<file path="src/core/sbb_pkg.sv">
// Constants, register map and state encodings for the serial byte access
// block. Assumes an 8-bit configuration port and a 125 MHz core clock.
//
// Summary of operation
// - A read cycle leaves its byte in the data register once busy clears.
// - The index register is sent as the byte address inside the target.
// - Writing the target register while enabled and not busy launches one cycle with the written fields.
// - The target register resets to A0h: EEPROM address, write direction.
// - Target register bits 7:1 carry the 7-bit address sent on the bus.
// - Target register bit 0 selects direction: 0 write, 1 read.
// - Data, index and target registers return to defaults on reset.
// - Control register resets to zero and mixes rw, ro, w1c, hw bits.
// - Control bit 5 is high while a requested bus cycle runs.
// - Control bit 7: 0 sends address then index, 1 sends address only.
// - Control bit 3 enables the bus; set by strap detect or software.
package sbb_pkg;

    // ----------------------------------------------------------------------
    // Register offsets and reset values
    // ----------------------------------------------------------------------
    localparam logic [7:0] OFS_DATA   = 8'hB0;
    localparam logic [7:0] OFS_INDEX  = 8'hB1;
    localparam logic [7:0] OFS_TARGET = 8'hB2;
    localparam logic [7:0] OFS_CTRL   = 8'hB3;

    localparam logic [7:0] RST_DATA   = 8'h00;
    localparam logic [7:0] RST_INDEX  = 8'h00;
    localparam logic [7:0] RST_TARGET = 8'hA0;
    localparam logic [7:0] RST_CTRL   = 8'h00;
    localparam logic [7:0] RD_UNMAPPED = 8'h00;

    // ----------------------------------------------------------------------
    // Control register field positions
    // ----------------------------------------------------------------------
    localparam int CTRL_FORM_BIT   = 7;
    localparam int CTRL_BUSY_BIT   = 5;
    localparam int CTRL_ENABLE_BIT = 3;
    localparam int CTRL_NAK_BIT    = 1;
    localparam int TARGET_RW_BIT   = 0;

    // ----------------------------------------------------------------------
    // Timing
    // ----------------------------------------------------------------------
    localparam int CLK_MHZ        = 125;
    localparam int SCL_QUARTER_NS = 2500;
    localparam int QUARTER_CYC    = (SCL_QUARTER_NS * CLK_MHZ + 999) / 1000;
    localparam logic [1:0] STRAP_SAMPLE = 2'h2;
    localparam logic [3:0] ACK_BIT      = 4'h8;

    // ----------------------------------------------------------------------
    // Encodings
    // ----------------------------------------------------------------------
    typedef enum logic [3:0] {
        SBB_IDLE  = 4'h1,
        SBB_START = 4'h2,
        SBB_BIT   = 4'h4,
        SBB_STOP  = 4'h8
    } sbb_state_e;

    typedef enum logic [4:0] {
        SBB_STG_ADDR1 = 5'h01,
        SBB_STG_INDEX = 5'h02,
        SBB_STG_ADDR2 = 5'h04,
        SBB_STG_WDATA = 5'h08,
        SBB_STG_RDATA = 5'h10
    } sbb_stage_e;

endpackage

</file>
<file path="src/core/sbb_sync2.sv">
// Two-flop synchroniser for pin inputs.
// Assumes inputs are asynchronous to clk.
`timescale 1ns/10ps
module sbb_sync2 #(
    parameter int         W   = 1,
    parameter logic [W-1:0] RST = '0
) (
    input  wire logic         clk,
    input  wire logic         sys_rst,
    input  wire logic [W-1:0] async_in,
    output logic      [W-1:0] sync_out
);
    logic [W-1:0] meta;

    always_ff @(posedge clk)
    begin
        if (sys_rst)
        begin
            meta     <= RST;
            sync_out <= RST;
        end
        else
        begin
            meta     <= async_in;
            sync_out <= meta;
        end
    end
endmodule

</file>
<file path="src/core/sbb_quarter_tick.sv">
// Quarter-bit tick generator for the two-wire bus.
// Assumes run is held high for the whole of a bus cycle.
`timescale 1ns/10ps
module sbb_quarter_tick #(
    parameter int CYC = sbb_pkg::QUARTER_CYC,
    parameter int W   = 16
) (
    input  wire logic clk,
    input  wire logic sys_rst,
    input  wire logic run,
    output logic      tick
);
    localparam logic [W-1:0] LAST = W'(CYC - 1);

    logic [W-1:0] cnt;

    always_ff @(posedge clk)
    begin
        if (sys_rst || !run)
        begin
            cnt  <= '0;
            tick <= 1'b0;
        end
        else if (cnt == LAST)
        begin
            cnt  <= '0;
            tick <= 1'b1;
        end
        else
        begin
            cnt  <= cnt + W'(1);
            tick <= 1'b0;
        end
    end

    a_tick_single: assert property (@(posedge clk) disable iff (sys_rst)
        tick && run |=> !tick)
        else $error("quarter tick lasted more than one cycle");
endmodule

</file>
<file path="src/core/sbb_top.sv">
// Single-byte two-wire bus access with configuration-space registers.
// Assumes byte-wide config reads and writes and open-drain bus pins.
`timescale 1ns/10ps
module sbb_top #(
    parameter int QUARTER_CYC = sbb_pkg::QUARTER_CYC
) (
    input  wire logic       clk,
    input  wire logic       sys_rst,
    input  wire logic       eeprom_strap,
    input  wire logic [7:0] cfg_addr,
    input  wire logic       cfg_wr,
    input  wire logic [7:0] cfg_wdata,
    input  wire logic       cfg_rd,
    output logic      [7:0] cfg_rdata,
    input  wire logic       scl_in,
    output logic            scl_out,
    output logic            scl_oe,
    input  wire logic       sda_in,
    output logic            sda_out,
    output logic            sda_oe
);
    // ----------------------------------------------------------------------
    // Byte selection
    // ----------------------------------------------------------------------
    function automatic logic [7:0] sbb_byte_for(
        input sbb_pkg::sbb_stage_e stg,
        input logic [6:0]          addr,
        input logic                rw,
        input logic                form,
        input logic [7:0]          idx,
        input logic [7:0]          dat
    );
        logic [7:0] b;
        b = 8'h00;
        case (stg)
            sbb_pkg::SBB_STG_ADDR1: b = {addr, form & rw};
            sbb_pkg::SBB_STG_INDEX: b = idx;
            sbb_pkg::SBB_STG_ADDR2: b = {addr, 1'b1};
            sbb_pkg::SBB_STG_WDATA: b = dat;
            default:                b = 8'h00;
        endcase
        return b;
    endfunction

    function automatic sbb_pkg::sbb_stage_e sbb_next_stage(
        input sbb_pkg::sbb_stage_e stg,
        input logic                form,
        input logic                rw
    );
        sbb_pkg::sbb_stage_e n;
        n = stg;
        case (stg)
            sbb_pkg::SBB_STG_ADDR1:
                if (!form)
                    n = sbb_pkg::SBB_STG_INDEX;
                else if (rw)
                    n = sbb_pkg::SBB_STG_RDATA;
                else
                    n = sbb_pkg::SBB_STG_WDATA;
            sbb_pkg::SBB_STG_INDEX:
                n = rw ? sbb_pkg::SBB_STG_ADDR2 : sbb_pkg::SBB_STG_WDATA;
            sbb_pkg::SBB_STG_ADDR2: n = sbb_pkg::SBB_STG_RDATA;
            default:                n = stg;
        endcase
        return n;
    endfunction

    // ----------------------------------------------------------------------
    // Declarations
    // ----------------------------------------------------------------------
    logic [7:0]          data_reg;
    logic [7:0]          index_reg;
    logic [7:0]          target_reg;
    logic                form;
    logic                enable;
    logic                nak;
    logic                busy;
    logic [1:0]          strap_cnt;
    logic [2:0]          pins_s;
    logic                sda_s;
    logic                scl_s;
    logic                strap_s;
    logic                tick;
    logic                step;
    logic                end_q;
    sbb_pkg::sbb_state_e state;
    sbb_pkg::sbb_stage_e stage;
    sbb_pkg::sbb_stage_e stage_after;
    logic [1:0]          q;
    logic [3:0]          bit_cnt;
    logic [7:0]          shift;
    logic                ack_nak;
    logic [6:0]          copy_addr;
    logic                copy_rw;
    logic                copy_form;
    logic [7:0]          copy_index;
    logic [7:0]          copy_data;
    logic                wr_data;
    logic                wr_index;
    logic                wr_target;
    logic                wr_ctrl;
    logic                launch;
    logic                rx_stage;
    logic                rx_done;
    logic                nak_set;
    logic                next_scl_oe;
    logic                next_sda_oe;
    logic                tx_drive_low;
    logic [7:0]          ctrl_value;

    // ----------------------------------------------------------------------
    // Pin synchronisers and bit timing
    // ----------------------------------------------------------------------
    sbb_sync2 #(
        .W   (3),
        .RST (3'h3)
    ) u_sync (
        .clk      (clk),
        .sys_rst  (sys_rst),
        .async_in ({eeprom_strap, scl_in, sda_in}),
        .sync_out (pins_s)
    );

    assign sda_s   = pins_s[0];
    assign scl_s   = pins_s[1];
    assign strap_s = pins_s[2];

    sbb_quarter_tick #(
        .CYC (QUARTER_CYC),
        .W   (16)
    ) u_tick (
        .clk     (clk),
        .sys_rst (sys_rst),
        .run     (state != sbb_pkg::SBB_IDLE),
        .tick    (tick)
    );

    // Clock stretching: the high phase waits until SCL is seen high
    assign step  = tick && (q != 2'h1 || scl_s);
    assign end_q = step && q == 2'h3;

    // ----------------------------------------------------------------------
    // Register access decode
    // ----------------------------------------------------------------------
    assign wr_data   = cfg_wr && cfg_addr == sbb_pkg::OFS_DATA;
    assign wr_index  = cfg_wr && cfg_addr == sbb_pkg::OFS_INDEX;
    assign wr_target = cfg_wr && cfg_addr == sbb_pkg::OFS_TARGET;
    assign wr_ctrl   = cfg_wr && cfg_addr == sbb_pkg::OFS_CTRL;
    assign launch    = wr_target && enable && !busy;

    assign rx_stage    = stage == sbb_pkg::SBB_STG_RDATA;
    assign stage_after = sbb_next_stage(stage, copy_form, copy_rw);
    assign rx_done     = state == sbb_pkg::SBB_BIT && rx_stage
                         && end_q && bit_cnt == 4'h7;
    assign nak_set     = state == sbb_pkg::SBB_BIT && !rx_stage && end_q
                         && bit_cnt == sbb_pkg::ACK_BIT && ack_nak;
    assign tx_drive_low = bit_cnt < sbb_pkg::ACK_BIT && !rx_stage
                          && !shift[7];
    assign ctrl_value  = {form, 1'b0, busy, 1'b0, enable, 1'b0, nak, 1'b0};

    // ----------------------------------------------------------------------
    // Configuration registers
    // ----------------------------------------------------------------------
    always_ff @(posedge clk)
    begin
        if (sys_rst)
        begin
            data_reg   <= sbb_pkg::RST_DATA;
            index_reg  <= sbb_pkg::RST_INDEX;
            target_reg <= sbb_pkg::RST_TARGET;
        end
        else
        begin
            if (rx_done)
                data_reg <= shift;
            else if (wr_data)
                data_reg <= cfg_wdata;
            if (wr_index)
                index_reg <= cfg_wdata;
            if (wr_target)
                target_reg <= cfg_wdata;
        end
    end

    always_ff @(posedge clk)
    begin
        if (sys_rst)
        begin
            form      <= sbb_pkg::RST_CTRL[sbb_pkg::CTRL_FORM_BIT];
            enable    <= sbb_pkg::RST_CTRL[sbb_pkg::CTRL_ENABLE_BIT];
            nak       <= sbb_pkg::RST_CTRL[sbb_pkg::CTRL_NAK_BIT];
            strap_cnt <= 2'h0;
        end
        else
        begin
            if (strap_cnt != 2'h3)
                strap_cnt <= strap_cnt + 2'h1;
            if (wr_ctrl)
                form <= cfg_wdata[sbb_pkg::CTRL_FORM_BIT];
            if (strap_cnt == sbb_pkg::STRAP_SAMPLE && strap_s)
                enable <= 1'b1;
            else if (wr_ctrl)
                enable <= cfg_wdata[sbb_pkg::CTRL_ENABLE_BIT];
            if (nak_set)
                nak <= 1'b1;
            else if (wr_ctrl && cfg_wdata[sbb_pkg::CTRL_NAK_BIT])
                nak <= 1'b0;
        end
    end

    always_ff @(posedge clk)
    begin
        if (sys_rst)
            cfg_rdata <= sbb_pkg::RD_UNMAPPED;
        else if (cfg_rd)
        begin
            case (cfg_addr)
                sbb_pkg::OFS_DATA:   cfg_rdata <= data_reg;
                sbb_pkg::OFS_INDEX:  cfg_rdata <= index_reg;
                sbb_pkg::OFS_TARGET: cfg_rdata <= target_reg;
                sbb_pkg::OFS_CTRL:   cfg_rdata <= ctrl_value;
                default:             cfg_rdata <= sbb_pkg::RD_UNMAPPED;
            endcase
        end
    end

    // ----------------------------------------------------------------------
    // Cycle parameters captured at launch
    // ----------------------------------------------------------------------
    always_ff @(posedge clk)
    begin
        if (sys_rst)
        begin
            copy_addr  <= sbb_pkg::RST_TARGET[7:1];
            copy_rw    <= sbb_pkg::RST_TARGET[sbb_pkg::TARGET_RW_BIT];
            copy_form  <= 1'b0;
            copy_index <= sbb_pkg::RST_INDEX;
            copy_data  <= sbb_pkg::RST_DATA;
        end
        else if (launch)
        begin
            copy_addr  <= cfg_wdata[7:1];
            copy_rw    <= cfg_wdata[sbb_pkg::TARGET_RW_BIT];
            copy_form  <= form;
            copy_index <= index_reg;
            copy_data  <= data_reg;
        end
    end

    // ----------------------------------------------------------------------
    // Bus sequencer
    // ----------------------------------------------------------------------
    always_ff @(posedge clk)
    begin
        if (sys_rst)
        begin
            state   <= sbb_pkg::SBB_IDLE;
            stage   <= sbb_pkg::SBB_STG_ADDR1;
            q       <= 2'h0;
            bit_cnt <= 4'h0;
            shift   <= 8'h00;
            ack_nak <= 1'b0;
            busy    <= 1'b0;
        end
        else
        begin
            if (step)
                q <= q + 2'h1;
            case (state)
                sbb_pkg::SBB_IDLE:
                    if (launch)
                    begin
                        state <= sbb_pkg::SBB_START;
                        stage <= sbb_pkg::SBB_STG_ADDR1;
                        q     <= 2'h0;
                        busy  <= 1'b1;
                    end
                sbb_pkg::SBB_START:
                    if (end_q)
                    begin
                        state   <= sbb_pkg::SBB_BIT;
                        bit_cnt <= 4'h0;
                        shift   <= sbb_byte_for(stage, copy_addr, copy_rw,
                                       copy_form, copy_index, copy_data);
                    end
                sbb_pkg::SBB_BIT:
                begin
                    if (step && q == 2'h2)
                    begin
                        if (bit_cnt == sbb_pkg::ACK_BIT)
                            ack_nak <= sda_s;
                        else if (rx_stage)
                            shift <= {shift[6:0], sda_s};
                    end
                    if (end_q && bit_cnt != sbb_pkg::ACK_BIT)
                    begin
                        bit_cnt <= bit_cnt + 4'h1;
                        if (!rx_stage)
                            shift <= {shift[6:0], 1'b0};
                    end
                    else if (end_q)
                    begin
                        bit_cnt <= 4'h0;
                        stage   <= stage_after;
                        if (rx_stage || stage == sbb_pkg::SBB_STG_WDATA
                            || ack_nak)
                            state <= sbb_pkg::SBB_STOP;
                        else if (stage_after == sbb_pkg::SBB_STG_ADDR2)
                            state <= sbb_pkg::SBB_START;
                        else
                            shift <= sbb_byte_for(stage_after, copy_addr,
                                         copy_rw, copy_form, copy_index,
                                         copy_data);
                    end
                end
                sbb_pkg::SBB_STOP:
                    if (end_q)
                    begin
                        state <= sbb_pkg::SBB_IDLE;
                        busy  <= 1'b0;
                    end
                default:
                    state <= sbb_pkg::SBB_IDLE;
            endcase
        end
    end

    // ----------------------------------------------------------------------
    // Open-drain pin drive
    // ----------------------------------------------------------------------
    always_comb
    begin
        next_scl_oe = 1'b0;
        next_sda_oe = 1'b0;
        case (state)
            sbb_pkg::SBB_START:
            begin
                next_scl_oe = q == 2'h0 || q == 2'h3;
                next_sda_oe = q[1];
            end
            sbb_pkg::SBB_BIT:
            begin
                next_scl_oe = q == 2'h0 || q == 2'h3;
                next_sda_oe = tx_drive_low;
            end
            sbb_pkg::SBB_STOP:
            begin
                next_scl_oe = q == 2'h0;
                next_sda_oe = !q[1];
            end
            default:
            begin
                next_scl_oe = 1'b0;
                next_sda_oe = 1'b0;
            end
        endcase
    end

    always_ff @(posedge clk)
    begin
        if (sys_rst)
        begin
            scl_oe  <= 1'b0;
            sda_oe  <= 1'b0;
            scl_out <= 1'b0;
            sda_out <= 1'b0;
        end
        else
        begin
            scl_oe  <= next_scl_oe;
            sda_oe  <= next_sda_oe;
            scl_out <= 1'b0;
            sda_out <= 1'b0;
        end
    end

    // ----------------------------------------------------------------------
    // Checks
    // ----------------------------------------------------------------------
    a_launch_busy: assert property (@(posedge clk) disable iff (sys_rst)
        launch |=> busy && state == sbb_pkg::SBB_START)
        else $error("launch did not start a busy cycle");

    a_reset_values: assert property (@(posedge clk) disable iff (sys_rst)
        $past(sys_rst) |-> target_reg == 8'hA0 && data_reg == 8'h00
                           && index_reg == 8'h00)
        else $error("register defaults wrong after reset");

    a_ctrl_reset: assert property (@(posedge clk) disable iff (sys_rst)
        $past(sys_rst) |-> ctrl_value == 8'h00)
        else $error("control register not zero after reset");

    a_addr_byte: assert property (@(posedge clk) disable iff (sys_rst)
        state == sbb_pkg::SBB_START && end_q
        && stage == sbb_pkg::SBB_STG_ADDR1
        |=> shift == {copy_addr, copy_form & copy_rw})
        else $error("address byte does not match target fields");

    a_index_byte: assert property (@(posedge clk) disable iff (sys_rst)
        $rose(stage == sbb_pkg::SBB_STG_INDEX) |-> shift == copy_index)
        else $error("index byte not taken from index register");

    a_form_skip: assert property (@(posedge clk) disable iff (sys_rst)
        busy && copy_form |-> stage != sbb_pkg::SBB_STG_INDEX)
        else $error("index byte sent in address-only form");

    a_read_data: assert property (@(posedge clk) disable iff (sys_rst)
        rx_done |=> data_reg == $past(shift))
        else $error("read byte not stored in data register");

    // Cycles from read capture to busy clear: ack bit, stop, margin
    localparam logic [15:0] RX_TAIL_MAX = 16'(12 * QUARTER_CYC);

    logic [15:0] rx_tail;

    always_ff @(posedge clk)
    begin
        if (sys_rst || !busy)
            rx_tail <= 16'h0000;
        else if (rx_done || rx_tail != 16'h0000)
            rx_tail <= rx_tail + 16'h0001;
    end

    a_read_tail: assert property (@(posedge clk) disable iff (sys_rst)
        rx_tail <= RX_TAIL_MAX)
        else $error("busy did not clear after read byte capture");

    a_enable_gate: assert property (@(posedge clk) disable iff (sys_rst)
        wr_target && !enable && !busy |=> !busy)
        else $error("cycle launched while bus disabled");

    a_idle_pins: assert property (@(posedge clk) disable iff (sys_rst)
        !busy |-> !scl_oe && !sda_oe)
        else $error("bus driven outside a cycle");

    a_nak_sticky: assert property (@(posedge clk) disable iff (sys_rst)
        nak_set |=> nak)
        else $error("no-acknowledge flag lost");
endmodule

</file>
<file path="config.mk">
export PLATFORM = sky130hd
export DESIGN_NAME = sbb_top
export DESIGN_NICKNAME = d
export VERILOG_FILES = /design/src/core/sbb_pkg.sv /design/src/core/sbb_sync2.sv /design/src/core/sbb_quarter_tick.sv /design/src/core/sbb_top.sv
export SDC_FILE = /design/constraint.sdc
export NUM_CORES = 1
export LEC_CHECK = 0
export BUFFER_PORTS_ARGS = -buffer_cell sky130_fd_sc_hd__buf_2
export CORE_MARGIN = 2
export CORE_UTILIZATION = 35
export DETAILED_ROUTE_END_ITERATION = 10
export GPL_TIMING_DRIVEN = 0
export PLACE_DENSITY = 0.62
export REMOVE_ABC_BUFFERS = 1
export SLEW_MARGIN = 20
export SYNTH_ARGS = -nofsm -noshare
export SYNTH_HDL_FRONTEND = slang
export SYNTH_HIERARCHICAL = 1
export SYNTH_SLANG_ARGS = --single-unit
</file>
<file path="constraint.sdc">
create_clock -name clk -period 2.95 [get_ports clk]
set_input_delay 0.7375 -clock clk [delete_from_list [all_inputs] [get_ports clk]]
set_output_delay 0.7375 -clock clk [all_outputs]
set_load 0.01 [all_outputs]
</file>
==> flow_metrics.tcl, run 1 <==
set metrics [dict create \
    wl_per_cell_um 14.5 \
    clock_latency_ns 0.37 \
    routed_wl_um 12900 \
    timing.final.crit_share_pct 89.6 \
    core_area_um2 16400 \
    multi_input_area_um2 3310 \
    leakage_uw 0.00228 \
    ys_warn_count 6 \
    gp_congestion 0.847 \
    synth-async-reset-ratio_pct 0 \
    synth.avg_cell_area_um2 8.80 \
    ys_seq_area_share_pct 38.5 \
    critPathMaxFanout 13 \
    synth.distinct_cells 73 \
    maxCapViolCount 0 \
    slew-limit-headroom_pct 29.7 \
    top_register "u_tick/cnt" \
    avgViaCountPerCell 5.20 \
    clock-sinks 112 \
    synth_edf_count 0 \
    rows 47 \
    rsz0062_at_grt "false" \
    finClkSkew_ns 0.00924 \
    grt_max_degree 57 \
    peakVddDrop_uv 262 \
    numCtsBuffers 9 \
    initial_core_util_pct 35.5 \
    antenna_cells 0 \
    fmax_ghz 0.378 \
    status "complete, no violations" \
    power.density_nw_per_um2 498 \
    cts_root_buffer "clkbuf_16" \
    vias 4637 \
    synthCells 661 \
    hold_path.class "flip-flop to flip-flop" \
    drt_iter0_drc 388 \
    grt_pass1_wl_um 21900 \
    dp.cells 875 \
    cp-end-kind "flip-flop" \
    hold_viol 0 \
    synthFlopType "dfxtp_1" \
    cp.required_ns 3.21 \
    cts_tree "built" \
    seqCellArea_um2 2240 \
    io_pins 35 \
    grt-busiest-layer "met2" \
    finalSetupTns_ns 0 \
    ant_nets 0 \
    die_w_um 133 \
    cts_max_path_buffers 2 \
    gr-total-overflow 0 \
    use_met3_pct 1.84 \
    tightest_slew_ns 1.05 \
    fin_crit_ns 2.64 \
    dpl.hpwl_um 8920 \
    dieArea_um2 17700 \
    largest_reg_flops 16 \
    crit_type "flip-flop to flip-flop" \
    areaGrowthSynthToFinish_pct 10.0 \
    stdcell_count 891 \
    start_kind "flip-flop" \
    drive_above_1_share_pct 14.0 \
    p_total_uw 3190 \
    ys_ff_latch 112 \
    dr.pass1.iters 7 \
    arrival_ns 2.90 \
    use_met1_pct 21.7 \
    grt_pass1_vias 4294 \
    n_fill_cell 1663 \
    htree_levels 3 \
    clk_transition_reported_paths_ns 0.08 \
    met2_usage_pct 22.7 \
    grt_usage_pct 15.1 \
    antenna_found_initial 0 \
    drv_slew 0 \
    hold_slack_ns 0.408 \
    drc_errors 0 \
    chipHeight_um 133 \
    utilization_pct 39.0 \
    syn_area_um2 5820 \
    finish.net_count 699 \
    setup_viol 0 \
    numPortBuffers 32 \
]
-- per-layer routing --
metal	vias up	routed length, µm
met5	-	0
met4	0	258
met3	14	531
met2	121	5710
met1	2159	6420
li1	2343	-
-- worst paths after layout --
kind                                           startpoint                             to  slack [ns]  cells after the start
worst min register to register  u_sync/meta[0]$_SDFF_PP1_  u_sync/sync_out[0]$_SDFF_PP1_        0.41                      1
worst max-delay path                      q[1]$_SDFF_PP0_          shift[7]$_SDFFE_PP0P_        0.31                      8
worst min-delay path            u_sync/meta[0]$_SDFF_PP1_  u_sync/sync_out[0]$_SDFF_PP1_        0.41                      1
worst max register to register            q[1]$_SDFF_PP0_          shift[7]$_SDFFE_PP0P_        0.31                      8
-- power breakdown --
part           internal, µW  switching (µW)
Sequential             1540            42.6
Clock                   766             614
Combinational          90.2             135
-- worst max-delay path: stages (launching register included) --
cell	delay [ns]
dfxtp_1	0.36
inv_1	0.10
ha_1	0.15
nor2b_1	0.48
nor3_1	0.20
nor2_1	0.67
mux2i_1	0.27
o211ai_1	0.10
a22o_1	0.20
-- final cells by class --
cell class	count	share of cell area (%)
clock buffer	9	3.52
multi-input combinational	496	51.7
clock inverter	7	1.72
inverter	13	0.762
tap	220	4.30
sequential	112	35.0
timing repair buffer	34	2.97
-- placed cells by master (no fill, tap or decap), types with 5 or more instances in the layout --
cell / n
a211oi_2: 10
xnor2_1: 13
nand3_1: 16
ha_1: 10
o21ai_0: 12
buf_2: 31
mux2i_1: 41
or2_2: 5
nand4_1: 6
dfxtp_1: 112
o2111ai_1: 6
nor2b_1: 17
a222oi_1: 6
or2_1: 5
clkbuf_16: 9
xor2_1: 7
nand2_1: 85
nor3_1: 16
nand3b_1: 5
a32o_1: 6
a221o_1: 8
nor2_1: 91
a21oi_1: 49
inv_1: 13
-- cells in the mapped netlist, drive strengths merged, types with 6 or more instances --
| library cell | count | area share [%] |
|---|---|---|
| nor2b | 18 | 1.9 |
| nor3 | 19 | 2.1 |
| or2 | 11 | 1.2 |
| a221o | 8 | 1.4 |
| o21ai | 12 | 1.0 |
| ha | 10 | 2.2 |
| mux2i | 41 | 7.1 |
| a211oi | 12 | 2.6 |
| o2111ai | 6 | 0.90 |
| clkbuf | 12 | 0.80 |
| nand3b | 6 | 0.84 |
| a222oi | 6 | 1.0 |
| buf | 29 | 3.2 |
| a21oi | 52 | 4.8 |
| nand2 | 85 | 5.5 |
| nor2 | 93 | 6.1 |
| nor4 | 8 | 1.4 |
| nor4b | 6 | 1.4 |
| xor2 | 7 | 1.1 |
| nand3 | 17 | 1.7 |
| inv | 13 | 0.84 |
| nand4 | 8 | 1.4 |
| xnor2 | 13 | 2.0 |
| a32o | 6 | 1.0 |
| dfxtp | 112 | 39 |
-- cell families (layout without fill, tap and decap cells) --
kind of cell,count (synthesis),after routing,share of synthesized area (%)
buffers and inverters,54,63,4.84
adder cells (fa/ha/maj),10,10,2.15
flip-flops,112,112,38.5
AO/OA/AOI/OAI,121,121,15.5
multiplexers,46,46,8.79
other,1,2,0.0644
AND/OR/NAND/NOR,297,297,27.1
XOR/XNOR,20,20,3.01
-- timing repair --
item / CTS / global route
setup endpoints to repair: 4 / 10
pin swaps: 0 / 0
resized for setup: 1 / 2
hold buffers: 0 / 0
buffers inserted: 0 / 0
hold endpoints to repair: 0 / 0
-- per-stage QoR --
| step | setup WS, ns | instance area (µm²) |
|---|---|---|
| 2_1_floorplan | 0.183 | 5590 |
| 6_report | 0.307 | 6400 |
| 5_1_grt | 0.0358 | 6400 |
| 4_1_cts | 0.129 | 6400 |
| 3_5_place_dp | -0.546 | 6060 |
| 3_3_place_gp | -0.540 | 6030 |
No activity file was read; power rests on OpenSTA's default activity.
==> run 2: changes to the inputs <==
CORE_UTILIZATION = 55   (was 35)
PLACE_DENSITY = 0.84   (was 0.62)
==> run 2 against run 1 <==
  * Critical path depth is 1 lower
  * Combinational power is 2% higher
  * Clock power is 33% lower
  * Maximum frequency is 4.2% lower
  * Largest power group unchanged
  * Clock skew is 0.0062 ns higher
==> flow_metrics.tcl, run 2 (synthesized netlist as in run 1, its figures left out) <==
set metrics [dict create \
    initial_core_util_pct 56.6 \
    finalSetupTns_ns 0 \
    io_pins 35 \
    post_cts_buffers 0 \
    maxCapViolCount 0 \
    timing.final.crit_share_pct 93.5 \
    cp.required_ns 3.26 \
    final_common_cell "dfxtp_1" \
    slew-limit-headroom_pct 31.3 \
    grt_pass1_wl_um 22200 \
    vias 4855 \
    postCtsHoldBufs 0 \
    dpl.hpwl_um 9220 \
    dieArea_um2 11400 \
    antenna_cells 0 \
    rows 37 \
    grt_pass1_vias 4643 \
    seqCellArea_um2 2240 \
    wl_per_cell_um 16.4 \
    clk_transition_reported_paths_ns 0.11 \
    drc_errors 0 \
    finish.net_count 699 \
    tightest_slew_ns 1.01 \
    hold_path.class "flip-flop to flip-flop" \
    numCtsBuffers 9 \
    crit_buf_inv 1 \
    arrival_ns 3.07 \
    avgViaCountPerCell 6.02 \
    grt_max_degree 53 \
    dr.pass1.iters 7 \
    worst_path_dominant_cell_family "simple AND/OR/NAND/NOR gates" \
    n_fill_cell 894 \
    die_w_um 107 \
    htree_levels 3 \
    drv_slew 0 \
    critPathMaxFanout 28 \
    finClkSkew_ns 0.0155 \
    fin_crit_ns 2.76 \
    top_layer "met4" \
    leakage_uw 0.00222 \
    drive_above_1_share_pct 14.2 \
    gp_congestion 0.851 \
    hold_viol 0 \
    crit_type "primary input to flip-flop" \
    cpPeakStageDelay_ns 0.71 \
    chipHeight_um 107 \
    numPortBuffers 32 \
    utilization_pct 60.0 \
    route.layer.met1.wl_um 5870 \
    crit_path_cell_trace "buf_2, nor4bb_1, and4_2, and2_0, or2_1, a21oi_1, nor3_1" \
    clock-sinks 112 \
    final_area_um2 6170 \
    core_area_um2 10300 \
    power.density_nw_per_um2 444 \
    cpMaxStageDelayCell "and4_2" \
    fmax_ghz 0.363 \
    gr-total-overflow 0 \
    layout_common_cells "112 x dfxtp_1, 90 x nor2_1, 85 x nand2_1" \
    routed_wl_um 13300 \
    drt_iter0_drc 451 \
    met2_length_um 6390 \
    cts_root_buffer "clkbuf_8" \
    ff2ff_setup_slack_ns 0.28 \
    clock_latency_ns 0.39 \
    ant_nets 0 \
    cts_max_path_buffers 2 \
    cp-end-kind "flip-flop" \
    peakVddDrop_uv 329 \
    rsz0062_at_grt "false" \
    grt_usage_pct 23.9 \
    top_register "u_tick/cnt" \
    start_kind "primary input" \
    largest_reg_flops 16 \
    cts_tree "built" \
    status "complete, no violations" \
    antenna_found_initial 0 \
    areaGrowthSynthToFinish_pct 6.02 \
    met3_length_um 834 \
    place_area_um2 5960 \
    multi_input_area_um2 3310 \
    setup_viol 0 \
]
[run 2: changes by cell type in the layout (fill, tap and decap cells not counted), moves of 2 or more]
cell	previous run	this run
bufinv_16	2	0
clkbuf_8	0	9
clkinv_8	0	3
inv_6	1	3
clkbuf_16	9	0
inv_8	3	0
[run 2: final cells by class]
cell class	count	area share [%]
clock inverters	7	1.36
multi-input cells	496	53.7
well taps	136	2.76
repair buffers	34	3.08
clock buffers	9	2.01
flip-flops and latches	112	36.3
inverters	13	0.791
[run 2: path summary, 6_finish.rpt]
| check | from | end | cells past startpoint |
|---|---|---|---|
| max | cfg_addr[1] | stage[4]$_SDFFE_PP0P_ | 7 |
| min | u_sync/meta[1]$_SDFF_PP1_ | u_sync/sync_out[1]$_SDFF_PP1_ | 1 |
| max reg2reg | q[1]$_SDFF_PP0_ | shift[3]$_SDFFE_PP0P_ | 8 |
| min reg2reg | u_sync/meta[1]$_SDFF_PP1_ | u_sync/sync_out[1]$_SDFF_PP1_ | 1 |
[run 2: through the flow]
stage | setup WS, ns | hold WS, ns | std cells | power (µW)
2_1_floorplan | 0.183 | 0.383 | 621 | 1750
3_3_place_gp | -0.372 | 0.390 | 789 | 1830
3_5_place_dp | -0.467 | 0.399 | 791 | 1840
4_1_cts | 0.103 | 0.426 | 807 | 2740
5_1_grt | 0.00926 | 0.438 | 807 | 2840
6_report | 0.192 | 0.421 | 807 | 2740
[run 2: timing repair]
item,CTS,global route
endpoints found under the setup margin,3,8
cloned,0,0
gates resized for setup,1,2
pin swaps,0,0
[run 2: power by group]
part	internal, µW	total, µW	switching (µW)	leakage (µW)
sequential	1540	1580	43.7	0.000904
combinational	90.4	230	140	0.00122
clock	340	929	589	0.000103
[run 2: worst register-to-register path: stages (launching register included)]
cell,delay [ns]
dfxtp_1,0.46
inv_1,0.10
ha_1,0.21
nor2b_1,0.23
nor3_1,0.43
nor2b_2,0.54
mux2i_1,0.26
nand2_1,0.08
a32o_1,0.28
[run 2: routing by layer]
layer  GRT usage (%)  vias to the layer above
met5               0                        -
met3            4.01                       15
met2            40.1                      170
met4            7.14                        0
li1                -                     2355
met1            31.7                     2315
==> run 3: changes to the inputs <==
CORE_MARGIN = unset   (was 2)
==> run 3 against run 2 <==
  * Die area shrank 3.7%
  * Clock power shrank 4.0%
  * Global-route usage shrank 0.37 points
  * First-iteration DRC count grew 7.1%
  * Highest routed layer unchanged
  * Largest cell class unchanged
  * Core utilization shrank 0.12 points
  * Non-clock buffer count is the same
==> flow_metrics.tcl, run 3 (synthesized netlist as in run 1, its figures left out) <==
set metrics [dict create \
    tightest_slew_ns 0.992 \
    hp-start "u_sync/meta[0]$_SDFF_PP1_" \
    r2r_cells 8 \
    hold_path.class "flip-flop to flip-flop" \
    finalSetupTns_ns 0 \
    hold_end "u_sync/sync_out[0]$_SDFF_PP1_" \
    dp.cells 791 \
    p_clk_share_pct 33.0 \
    chipHeight_um 105 \
    maxCapViolCount 0 \
    numCtsBuffers 9 \
    cp.required_ns 3.23 \
    rows 37 \
    peakVddDrop_uv 337 \
    min_path_cells 1 \
    io_pins 35 \
    fin_crit_ns 2.67 \
    core_area_um2 10300 \
    finish.net_count 699 \
    grt_usage_pct 23.5 \
    drv_slew 0 \
    slew-limit-headroom_pct 33.7 \
    switching_share_pct 27.6 \
    initial_core_util_pct 56.6 \
    htree_levels 3 \
    finClkSkew_ns 0.00940 \
    areaGrowthSynthToFinish_pct 5.81 \
    stdcell_count 807 \
    rsz0062_at_grt "false" \
    numPortBuffers 32 \
    crit_type "flip-flop to flip-flop" \
    largest_reg_flops 16 \
    clk_transition_reported_paths_ns 0.11 \
    die_w_um 105 \
    cpPeakStageDelay_ns 0.54 \
    grt_pass1_vias 4491 \
    clock-sinks 112 \
    finalWorstSetupSlack_ns 0.282 \
    p_int_uw 1960 \
    pwr-share-comb_pct 8.5 \
    ant_nets 0 \
    grt_pass1_wl_um 21100 \
    routed_wl_um 12700 \
    cts_tree "built" \
    ff2ff_setup_slack_ns 0.28 \
    crit-reg2reg-launch "q[1]$_SDFF_PP0_" \
    netSwitchingPower_uw 745 \
    crit_path_cell_trace "inv_1, ha_1, nor2b_1, nor3_1, nor2b_2, mux2i_1, nand2_1, a32o_1" \
    leakage_uw 0.00222 \
    postCtsHoldBufs 0 \
    gr-total-overflow 0 \
    wl_per_cell_um 15.7 \
    fmax_ghz 0.375 \
    antenna_cells 0 \
    critPathMaxFanout 8 \
    timing.final.crit_share_pct 90.4 \
    arrival_ns 2.95 \
    power.density_nw_per_um2 439 \
    cp-end-kind "flip-flop" \
    pre_cts_ws_ns -0.409 \
    hold_viol 0 \
    layout_common_cells "112 x dfxtp_1, 90 x nor2_1, 85 x nand2_1" \
    pwr-share-seq_pct 58.5 \
    cpMaxStageDelayCell "nor2b_2" \
    drc_errors 0 \
    top_register "u_tick/cnt" \
    drive_above_1_share_pct 14.2 \
    avgViaCountPerCell 6.06 \
    setup_viol 0 \
    grt_max_degree 67 \
    start_kind "flip-flop" \
    status "complete, no violations" \
    post_cts_buffers 0 \
    cts_max_path_buffers 2 \
    cts_resized 1 \
    vias 4888 \
    final_common_cell "dfxtp_1" \
    dieArea_um2 11000 \
    antenna_found_initial 0 \
    gp_congestion 0.858 \
    clock_latency_ns 0.38 \
    dpl.hpwl_um 8810 \
    drt_iter0_drc 483 \
    cts_root_buffer "clkbuf_8" \
    dr.pass1.iters 7 \
    r2r-end "shift[1]$_SDFFE_PP0P_" \
]
==> run 3: layer usage <==
metal  global-route usage (%)  vias to the layer above  part of all wire, %
met3                     5.05                       31                  5.9
li1                         -                     2348                    -
met2                     38.6                      187                   47
met4                     8.45                        0                  2.1
met5                        0                        -                    0
met1                     30.5                     2322                   45
==> run 3: worst max-delay path: cells and delay by family, from the launching register on <==
family,cells,cell delay [ns]
DFF,1,0.45
buffers and inverters,1,0.10
adders and majority gates,1,0.21
AOI/OAI and AO/OA,1,0.27
and+or+nand+nor,4,1.26
muxes,1,0.28
==> run 3: layout make-up <==
| class | instances | area, µm² |
|---|---|---|
| fill | 893 | 4120 |
| multi-input combinational | 496 | 3310 |
| sequential | 112 | 2240 |
| timing repair buffer | 34 | 198 |
| tap | 136 | 170 |
| clock buffer | 9 | 124 |
| clock inverter | 7 | 62.6 |
| inverter | 13 | 48.8 |
==> run 3: how the worst max path moves through the flow <==
| stage | from | slack, ns | end | depth (start not counted) |
|---|---|---|---|---|
| floorplan | cfg_addr[3] | 0.18 | target_reg[5]$_SDFFE_PP1P_ | 6 |
| global placement | cfg_addr[1] | -0.37 | stage[2]$_SDFFE_PP0P_ | 7 |
| detailed placement | cfg_addr[1] | -0.41 | stage[2]$_SDFFE_PP0P_ | 7 |
| CTS | q[1]$_SDFF_PP0_ | 0.1 | shift[1]$_SDFFE_PP0P_ | 8 |
| global route | q[1]$_SDFF_PP0_ | 0.11 | shift[7]$_SDFFE_PP0P_ | 8 |
| finish | q[1]$_SDFF_PP0_ | 0.28 | shift[1]$_SDFFE_PP0P_ | 8 |
==> run 3: metrics by stage <==
step / util [%] / total power [µW] / hold slack (ns) / cell area (µm²)
after floorplan: - / 1750 / 0.383 / 5590
after global placement: 57.6 / 1830 / 0.390 / 5920
after detailed placement: 58.0 / 1850 / 0.394 / 5960
after global routing: 59.9 / 2820 / 0.436 / 6160
final: 59.9 / 2700 / 0.415 / 6160
after CTS: 59.8 / 2710 / 0.420 / 6150
==> run 3: power by group through the flow <==
stage                     sequential [µW]  combinational [µW]  clock (µW)
after floorplan                      1610                 141           0
after global placement               1610                 215           0
after detailed placement             1620                 229           0
after CTS                            1580                 231         900
after global routing                 1590                 259         970
final                                1580                 230         892
